<file path="config.mk">
export PLATFORM = sky130hd
export DESIGN_NAME = dcsm_top
export DESIGN_NICKNAME = d
export VERILOG_FILES = /design/src/dcsm_pkg.sv /design/src/dcsm_top.sv
export SDC_FILE = /design/constraint.sdc
export NUM_CORES = 1
export LEC_CHECK = 0
export BUFFER_PORTS_ARGS = -buffer_cell sky130_fd_sc_hd__buf_2
export CAP_MARGIN = 20
export CORE_AREA = 3 3 136 138
export DETAILED_ROUTE_END_ITERATION = 6
export DIE_AREA = 0 0 139 141
export HOLD_SLACK_MARGIN = 0.08
export PLACE_DENSITY = 0.63
export SLEW_MARGIN = 20
export SYNTH_ARGS = -nofsm -noshare
export SYNTH_HDL_FRONTEND = slang
export SYNTH_SLANG_ARGS = --single-unit
</file>
<file path="constraint.sdc">
create_clock -name ref_clk -period 5.4 [get_ports ref_clk]
set_input_delay 0.81 -clock ref_clk [delete_from_list [all_inputs] [get_ports ref_clk]]
set_output_delay 0.81 -clock ref_clk [all_outputs]
set_load 0.1 [all_outputs]
</file>
<file path="src/dcsm_pkg.sv">
// Package of register offsets, field positions and reset values.
package dcsm_pkg;
  // ==========================================================
  // Register offsets (byte addresses).
  localparam logic [11:0] OFS_LOCK_0 = 12'h000;
  localparam logic [11:0] OFS_LOCK_1 = 12'h004;
  localparam logic [11:0] OFS_LOCK_2 = 12'h008;
  localparam logic [11:0] OFS_LOCK_3 = 12'h00c;
  localparam logic [11:0] OFS_LOCK_4 = 12'h010;
  localparam logic [11:0] OFS_LOCK_5 = 12'h014;
  localparam logic [11:0] OFS_LOCK_6 = 12'h018;
  localparam logic [11:0] OFS_LOCK_7 = 12'h020;
  localparam logic [11:0] OFS_PRI_BELL = 12'h040;
  localparam logic [11:0] OFS_MAIL_0 = 12'h044;
  localparam logic [11:0] OFS_SEC_BELL = 12'h048;
  localparam logic [11:0] OFS_MAIL_1 = 12'h04c;
  localparam logic [11:0] OFS_MIRROR = 12'h100;
  // ==========================================================
  // Field positions and reset values.
  localparam int LOCK_COUNT = 8;
  localparam int LOCK_BIT = 0;
  localparam int BELL_REQ_BIT = 16;
  localparam int BELL_EN_BIT = 0;
  localparam logic [7:0] LOCK_RESET = 8'h00;
  localparam logic [31:0] MAIL_RESET = 32'h0000_0000;
  localparam logic [31:0] READ_ZERO = 32'h0000_0000;
endpackage

</file>
<file path="src/dcsm_top.sv">
// Semaphore and mailbox block shared by a primary and a secondary core.
// Operation
// - Eight independent one-bit semaphores, each in its own register.
// - Reading a semaphore returns its value and sets it if it was 0.
// - Writing 0 to a semaphore clears it, but a same-cycle read of it by the other core leaves it set; 1 is taken, 0 is free.
// - Semaphore flag in bit 0; bits 31:1 read 0 and reset to 0.
// - A status register continuously reflects all eight semaphore flags.
// - Status bit n mirrors semaphore n; reading status alters nothing.
// - Two 32-bit mailbox words, readable and writable by both cores.
// - Primary interrupt is high while its request and enable bits are 1.
// - Secondary interrupt is high while its request and enable bits are 1.
// - Either core may write either doorbell register.
// - Primary doorbell: request bit 16, enable bit 0, others reserved.
// - Secondary doorbell: request bit 16, enable bit 0, others reserved.
// - Block soft reset returns the whole block to its reset state.
// - All fields reset on system reset and on block soft reset.
// - Registers sit at the fixed offsets of the register map.
`timescale 1ns/100ps
module dcsm_top (
  input wire logic ref_clk,
  input wire logic rstn,
  input wire logic block_soft_reset,
  // Primary core port.
  input wire logic [11:0] p_addr,
  input wire logic [31:0] p_wdata,
  input wire logic p_wr,
  input wire logic p_rd,
  output logic [31:0] p_rdata,
  // Secondary core port.
  input wire logic [11:0] s_addr,
  input wire logic [31:0] s_wdata,
  input wire logic s_wr,
  input wire logic s_rd,
  output logic [31:0] s_rdata,
  output logic primary_core_irq,
  output logic secondary_core_irq
);

  // ==========================================================
  // Reset combination.
  // Both the system reset and the block soft reset clear every field.
  wire logic clr;
  assign clr = !rstn || block_soft_reset;

  // ==========================================================
  // State.
  logic [7:0] lock_reg;
  logic [7:0] lock_next;
  logic primary_core_request_reg;
  logic primary_en_reg;
  logic secondary_core_request_reg;
  logic secondary_en_reg;
  logic [31:0] mail0_reg;
  logic [31:0] mail1_reg;

  // ==========================================================
  // Address decode for each port.
  function automatic logic [3:0] lock_index(input logic [11:0] a);
    unique case (a)
      dcsm_pkg::OFS_LOCK_0: lock_index = 4'h0;
      dcsm_pkg::OFS_LOCK_1: lock_index = 4'h1;
      dcsm_pkg::OFS_LOCK_2: lock_index = 4'h2;
      dcsm_pkg::OFS_LOCK_3: lock_index = 4'h3;
      dcsm_pkg::OFS_LOCK_4: lock_index = 4'h4;
      dcsm_pkg::OFS_LOCK_5: lock_index = 4'h5;
      dcsm_pkg::OFS_LOCK_6: lock_index = 4'h6;
      dcsm_pkg::OFS_LOCK_7: lock_index = 4'h7;
      default: lock_index = 4'h8;
    endcase
  endfunction

  wire logic [3:0] p_idx;
  wire logic [3:0] s_idx;
  assign p_idx = lock_index(p_addr);
  assign s_idx = lock_index(s_addr);
  wire logic p_hit_lock;
  wire logic s_hit_lock;
  assign p_hit_lock = !p_idx[3];
  assign s_hit_lock = !s_idx[3];
  wire logic [2:0] p_sel;
  wire logic [2:0] s_sel;
  assign p_sel = p_idx[2:0];
  assign s_sel = s_idx[2:0];

  // ==========================================================
  // Semaphore next state.
  // The primary port is served first within a cycle, so a same-cycle read
  // of one free flag by both ports lets only the primary claim it.
  always_comb begin
    lock_next = lock_reg;
    if (p_wr && p_hit_lock && !p_wdata[dcsm_pkg::LOCK_BIT]) begin
      lock_next[p_sel] = 1'b0;
    end
    if (s_wr && s_hit_lock && !s_wdata[dcsm_pkg::LOCK_BIT]) begin
      lock_next[s_sel] = 1'b0;
    end
    if (p_rd && p_hit_lock) begin
      lock_next[p_sel] = 1'b1;
    end
    if (s_rd && s_hit_lock) begin
      lock_next[s_sel] = 1'b1;
    end
  end

  // Secondary sees the flag as the primary read left it.
  wire logic s_seen;
  assign s_seen = lock_reg[s_sel] ||
    (p_rd && p_hit_lock && p_sel == s_sel);

  always_ff @(posedge ref_clk) begin
    if (clr) begin
      lock_reg <= dcsm_pkg::LOCK_RESET;
    end else begin
      lock_reg <= lock_next;
    end
  end

  // ==========================================================
  // Doorbells and mailboxes; secondary write wins over a same-cycle
  // primary write, software is expected to avoid that case.
  always_ff @(posedge ref_clk) begin
    if (clr) begin
      primary_core_request_reg <= 1'b0;
      primary_en_reg <= 1'b0;
      secondary_core_request_reg <= 1'b0;
      secondary_en_reg <= 1'b0;
      mail0_reg <= dcsm_pkg::MAIL_RESET;
      mail1_reg <= dcsm_pkg::MAIL_RESET;
    end else begin
      if (p_wr && p_addr == dcsm_pkg::OFS_PRI_BELL) begin
        primary_core_request_reg <= p_wdata[dcsm_pkg::BELL_REQ_BIT];
        primary_en_reg <= p_wdata[dcsm_pkg::BELL_EN_BIT];
      end
      if (s_wr && s_addr == dcsm_pkg::OFS_PRI_BELL) begin
        primary_core_request_reg <= s_wdata[dcsm_pkg::BELL_REQ_BIT];
        primary_en_reg <= s_wdata[dcsm_pkg::BELL_EN_BIT];
      end
      if (p_wr && p_addr == dcsm_pkg::OFS_SEC_BELL) begin
        secondary_core_request_reg <= p_wdata[dcsm_pkg::BELL_REQ_BIT];
        secondary_en_reg <= p_wdata[dcsm_pkg::BELL_EN_BIT];
      end
      if (s_wr && s_addr == dcsm_pkg::OFS_SEC_BELL) begin
        secondary_core_request_reg <= s_wdata[dcsm_pkg::BELL_REQ_BIT];
        secondary_en_reg <= s_wdata[dcsm_pkg::BELL_EN_BIT];
      end
      if (p_wr && p_addr == dcsm_pkg::OFS_MAIL_0) begin
        mail0_reg <= p_wdata;
      end
      if (s_wr && s_addr == dcsm_pkg::OFS_MAIL_0) begin
        mail0_reg <= s_wdata;
      end
      if (p_wr && p_addr == dcsm_pkg::OFS_MAIL_1) begin
        mail1_reg <= p_wdata;
      end
      if (s_wr && s_addr == dcsm_pkg::OFS_MAIL_1) begin
        mail1_reg <= s_wdata;
      end
    end
  end

  // ==========================================================
  // Read data, with the interrupts registered from the next state.
  function automatic logic [31:0] read_mux(input logic [11:0] a,
                                           input logic hit,
                                           input logic flag,
                                           input logic [7:0] locks,
                                           input logic [31:0] m0,
                                           input logic [31:0] m1,
                                           input logic pr, input logic pe,
                                           input logic sr, input logic se);
    logic [31:0] v;
    v = dcsm_pkg::READ_ZERO;
    if (hit) begin
      v[dcsm_pkg::LOCK_BIT] = flag;
    end else begin
      unique case (a)
        dcsm_pkg::OFS_PRI_BELL: begin
          v[dcsm_pkg::BELL_REQ_BIT] = pr;
          v[dcsm_pkg::BELL_EN_BIT] = pe;
        end
        dcsm_pkg::OFS_SEC_BELL: begin
          v[dcsm_pkg::BELL_REQ_BIT] = sr;
          v[dcsm_pkg::BELL_EN_BIT] = se;
        end
        dcsm_pkg::OFS_MAIL_0: v = m0;
        dcsm_pkg::OFS_MAIL_1: v = m1;
        dcsm_pkg::OFS_MIRROR: v[7:0] = locks;
        default: v = dcsm_pkg::READ_ZERO;
      endcase
    end
    read_mux = v;
  endfunction

  wire logic [31:0] p_rd_val;
  wire logic [31:0] s_rd_val;
  assign p_rd_val = read_mux(p_addr, p_hit_lock, lock_reg[p_sel], lock_reg,
    mail0_reg, mail1_reg, primary_core_request_reg, primary_en_reg,
    secondary_core_request_reg, secondary_en_reg);
  assign s_rd_val = read_mux(s_addr, s_hit_lock, s_seen, lock_reg,
    mail0_reg, mail1_reg, primary_core_request_reg, primary_en_reg,
    secondary_core_request_reg, secondary_en_reg);

  // The interrupt flops sample the next bell values so the output is one
  // flop deep yet follows the bell register in the same edge.
  wire logic pri_irq_next;
  wire logic sec_irq_next;
  logic pr_n;
  logic pe_n;
  logic sr_n;
  logic se_n;
  always_comb begin
    pr_n = primary_core_request_reg;
    pe_n = primary_en_reg;
    sr_n = secondary_core_request_reg;
    se_n = secondary_en_reg;
    if (p_wr && p_addr == dcsm_pkg::OFS_PRI_BELL) begin
      pr_n = p_wdata[dcsm_pkg::BELL_REQ_BIT];
      pe_n = p_wdata[dcsm_pkg::BELL_EN_BIT];
    end
    if (s_wr && s_addr == dcsm_pkg::OFS_PRI_BELL) begin
      pr_n = s_wdata[dcsm_pkg::BELL_REQ_BIT];
      pe_n = s_wdata[dcsm_pkg::BELL_EN_BIT];
    end
    if (p_wr && p_addr == dcsm_pkg::OFS_SEC_BELL) begin
      sr_n = p_wdata[dcsm_pkg::BELL_REQ_BIT];
      se_n = p_wdata[dcsm_pkg::BELL_EN_BIT];
    end
    if (s_wr && s_addr == dcsm_pkg::OFS_SEC_BELL) begin
      sr_n = s_wdata[dcsm_pkg::BELL_REQ_BIT];
      se_n = s_wdata[dcsm_pkg::BELL_EN_BIT];
    end
  end
  assign pri_irq_next = pr_n && pe_n;
  assign sec_irq_next = sr_n && se_n;

  always_ff @(posedge ref_clk) begin
    if (clr) begin
      p_rdata <= dcsm_pkg::READ_ZERO;
      s_rdata <= dcsm_pkg::READ_ZERO;
      primary_core_irq <= 1'b0;
      secondary_core_irq <= 1'b0;
    end else begin
      p_rdata <= p_rd ? p_rd_val : dcsm_pkg::READ_ZERO;
      s_rdata <= s_rd ? s_rd_val : dcsm_pkg::READ_ZERO;
      primary_core_irq <= pri_irq_next;
      secondary_core_irq <= sec_irq_next;
    end
  end
endmodule

</file>
==> summary.txt <==
Timing
  – Final Setup Violations: 0
  – Max Freq: 352 MHz
  – Skew final: 0.00763 ns
  – Slew headroom: 0.385
  – Worst Max-Slew Pin Slew: 0.916 ns
  – Final worst path period share: 0.526
  – RSZ-0062 raised after global routing: false
  – Setup TNS: 0 ns
  – Final Hold Violating Endpoints: 0
  – Max-slew violation count: 0
  – Final min period: 2.84 ns

Finish
  – # diodes: 0
  – Nets: between 900 and 1k
  – Final Util: 0.469
  – Non-filler cells, final: 1,089
  – Syn-to-layout area delta: 22.6%
  – Layout cells sized above 1: 0.264

Critical path
  – Worst Path Max Fanout: 64
  – Capturing point of the worst reg2reg path: s_rdata[0]$_SDFF_PP0_
  – FF-to-FF path depth: 5
  – CP Capture Type: register
  – R2r startpoint: mail1_reg[0]$_SDFFE_PP0P_
  – R2R setup slack: 3.81 ns
  – CP arrival: approximately 3.2 ns
  – Critical path class: in -> reg
  – CP required: between 5 and 6 ns
  – CP startpoint kind: input pin

CTS
  – TritonCTS clock tree: built
  – Skew-Pair Late Insertion Delay: around 0.41 ns
  – Post-CTS Setup Bufs: 0
  – Cts hold-fix bufs: 0
  – Root buf cell: clkbuf_16
  – TritonCTS Sinks: 142
  – CTS max path bufs: 2
  – CTS resizes: 0
  – CTS Buf Count: 17
  – CTS H-tree depth: 4
  – Clk pin slew, worst setup/hold paths: 0.06 ns

Die
  – Core outline area: 17,300 µm²
  – Die area: 19,600 µm²
  – I/O pins: 161
  – Die X: 139 µm
  – Die Ht: approximately 140 µm
  – Initial Utilization: 0.383
  – # rows: 48

Drt
  – Routed vias/inst: 5.66
  – WL final: 20,000 µm
  – Drt pass-1 iters: 7
  – Drt wl/cell: ~18 µm
  – ANT nets after route: 0
  – Via count: 6,167
  – DRT iter0 DRCs: 580
  – DRC viols: 10

Run status
  – Failing checks: design-rule violations
  – Outcome: complete, but fails checks

Synth
  – Number of distinct library cells after synthesis: 57
  – Synth Flop Type: dfxtp_1
  – Post-synthesis sequential area ratio: 0.430
  – Mean Syn Cell Area: 9.14 µm²
  – Area leader, netlist: dfxtp_1
  – Top cell type's share of synthesized area: 0.430
  – Largest cells by area after synthesis: dfxtp_1 43%, mux2i_1 11%, nor2_1 8.1%
  – Cells after Synth: 724
  – Post-synthesis cell area: 6620 µm²
  – FFs w/ async S/R, synth: 0
  – Syn_nets: 819
  – Commonest cells post-synth: 143 x nor2_1, 142 x dfxtp_1, 71 x mux2i_1, 63 x a211oi_1, 49 x a22oi_1
  – Top-count cell post-synth: nor2_1
  – Synth warn: 0
  – Number of synthesized flops with an enable pin: 0
  – Post-synthesis register bit count: 142

Global route
  – GR Overflow Total: 0
  – GR Util All Layers: 0.199
  – First-pass GRT wire length: 31,400 µm
  – Initial antenna violation count: 1
  – Vias in the first global route: 5,741
  – Pin count of the biggest net entering global routing: 76

Pwr
  – VDD IR-drop max: between 0.0002 and 0.00025 V
  – Sw power: roughly 530 µW
  – Clock power frac: 0.495
  – Power density over cell area: 290 nW/µm²
  – Logic pwr share: 0.060
  – Sw Ratio: 0.225
  – Sequential Power Share: 0.445
  – Internal Power: 1830 µW
  – P_leak: 0.00280 µW

Min path
  – Hold depth: 2
  – Hold Path Sink: mail1_reg[15]$_SDFFE_PP0P_
  – Min-Delay Path Class: reg -> reg
  – Hold_sp: mail1_reg[15]$_SDFFE_PP0P_

Placed design
  – Cells after DPL: 1,057
  – Dpl hpwl: 13,600 µm
  – Routability Congestion: 0.919
  – PortBufs: between 150 and 200

Flow run
  – Max-cap violation count: 0
[cells by family after synthesis]
group / Yosys count / synth area share
buffers and inverters: 69 / 0.0473
DFF: 142 / 0.430
muxes: 77 / 0.123
and+or+nand+nor: 246 / 0.185
AOI/OAI and AO/OA: 190 / 0.215
[final cells by class]
cell class                 instances  area (µm²)
clock buffer                      22         484
tap                              225         282
sequential                       142        2840
multi-input combinational        513        3490
timing repair buffer             170         876
fill                            1707        9180
clock inverter                    10         111
inverter                           7        26.3
[power by group through the flow]
stage / clock network, µW / registers (µW) / logic [µW]
6_report: 1170 / 1050 / 140
5_1_grt: 1240 / 1050 / 152
4_1_cts: 1190 / 1050 / 139
3_5_place_dp: 0 / 1070 / 138
3_3_place_gp: 0 / 1070 / 137
2_1_floorplan: 0 / 1070 / 68.8
[through the flow]
| step | total power [µW] | hold slack [ns] | area [µm²] | setup WS, ns |
|---|---|---|---|---|
| floorplan | 1140 | 0.466 | 6620 | 2.90 |
| global placement | 1210 | 0.498 | 7500 | 1.87 |
| detailed placement | 1210 | 0.507 | 7510 | 1.74 |
| CTS | 2380 | 0.515 | 8100 | 2.17 |
| global route | 2440 | 0.532 | 8120 | 2.34 |
| finish | 2350 | 0.514 | 8120 | 2.56 |
[worst max-delay path, cell delays in order]
cell	delay, ns
buf_2	0.17
nor4b_4	0.34
nand4_2	0.23
nor2_4	0.13
buf_4	0.49
a21o_4	0.55
nor2_1	0.08
a311oi_1	0.26
[worst max path at each step]
stage	depth (start not counted)	endpoint	slack (ns)	start
floorplan	7	s_rdata[0]$_SDFF_PP0_	2.90	s_addr[5]
global placement	8	mail1_reg[0]$_SDFFE_PP0P_	1.87	p_addr[7]
detailed placement	8	mail0_reg[0]$_SDFFE_PP0P_	1.74	s_addr[9]
CTS	8	mail1_reg[28]$_SDFFE_PP0P_	2.17	p_addr[7]
global route	8	mail0_reg[0]$_SDFFE_PP0P_	2.34	s_addr[9]
finish	8	mail0_reg[0]$_SDFFE_PP0P_	2.56	s_addr[4]
[routing by layer]
metal | global-route usage | vias up | part of all wire
li1 | - | 2973 | -
met1 | 0.289 | 2879 | 0.47
met2 | 0.293 | 289 | 0.43
met3 | 0.0539 | 24 | 0.083
met4 | 0.0520 | 2 | 0.015
met5 | 0 | - | 0.00065
[layout by cell type (no fill, tap or decap), types with 4 or more instances in the layout]
cell,instances
nor2_1,141
clkinv_2,4
a22oi_1,49
nand3_1,17
nor3_1,8
and3_1,4
a32oi_1,5
clkbuf_16,17
nor2b_1,7
nand4_1,8
nand2_1,19
o211ai_1,7
clkbuf_8,4
nand2b_1,4
o21ai_0,9
a211oi_1,63
dfxtp_1,142
o22ai_1,4
a21oi_1,14
inv_1,7
buf_2,160
mux2i_1,71
a222oi_1,14
a31oi_1,5
nor4_1,4
buf_4,10
Power figures use the tool's default switching activity.
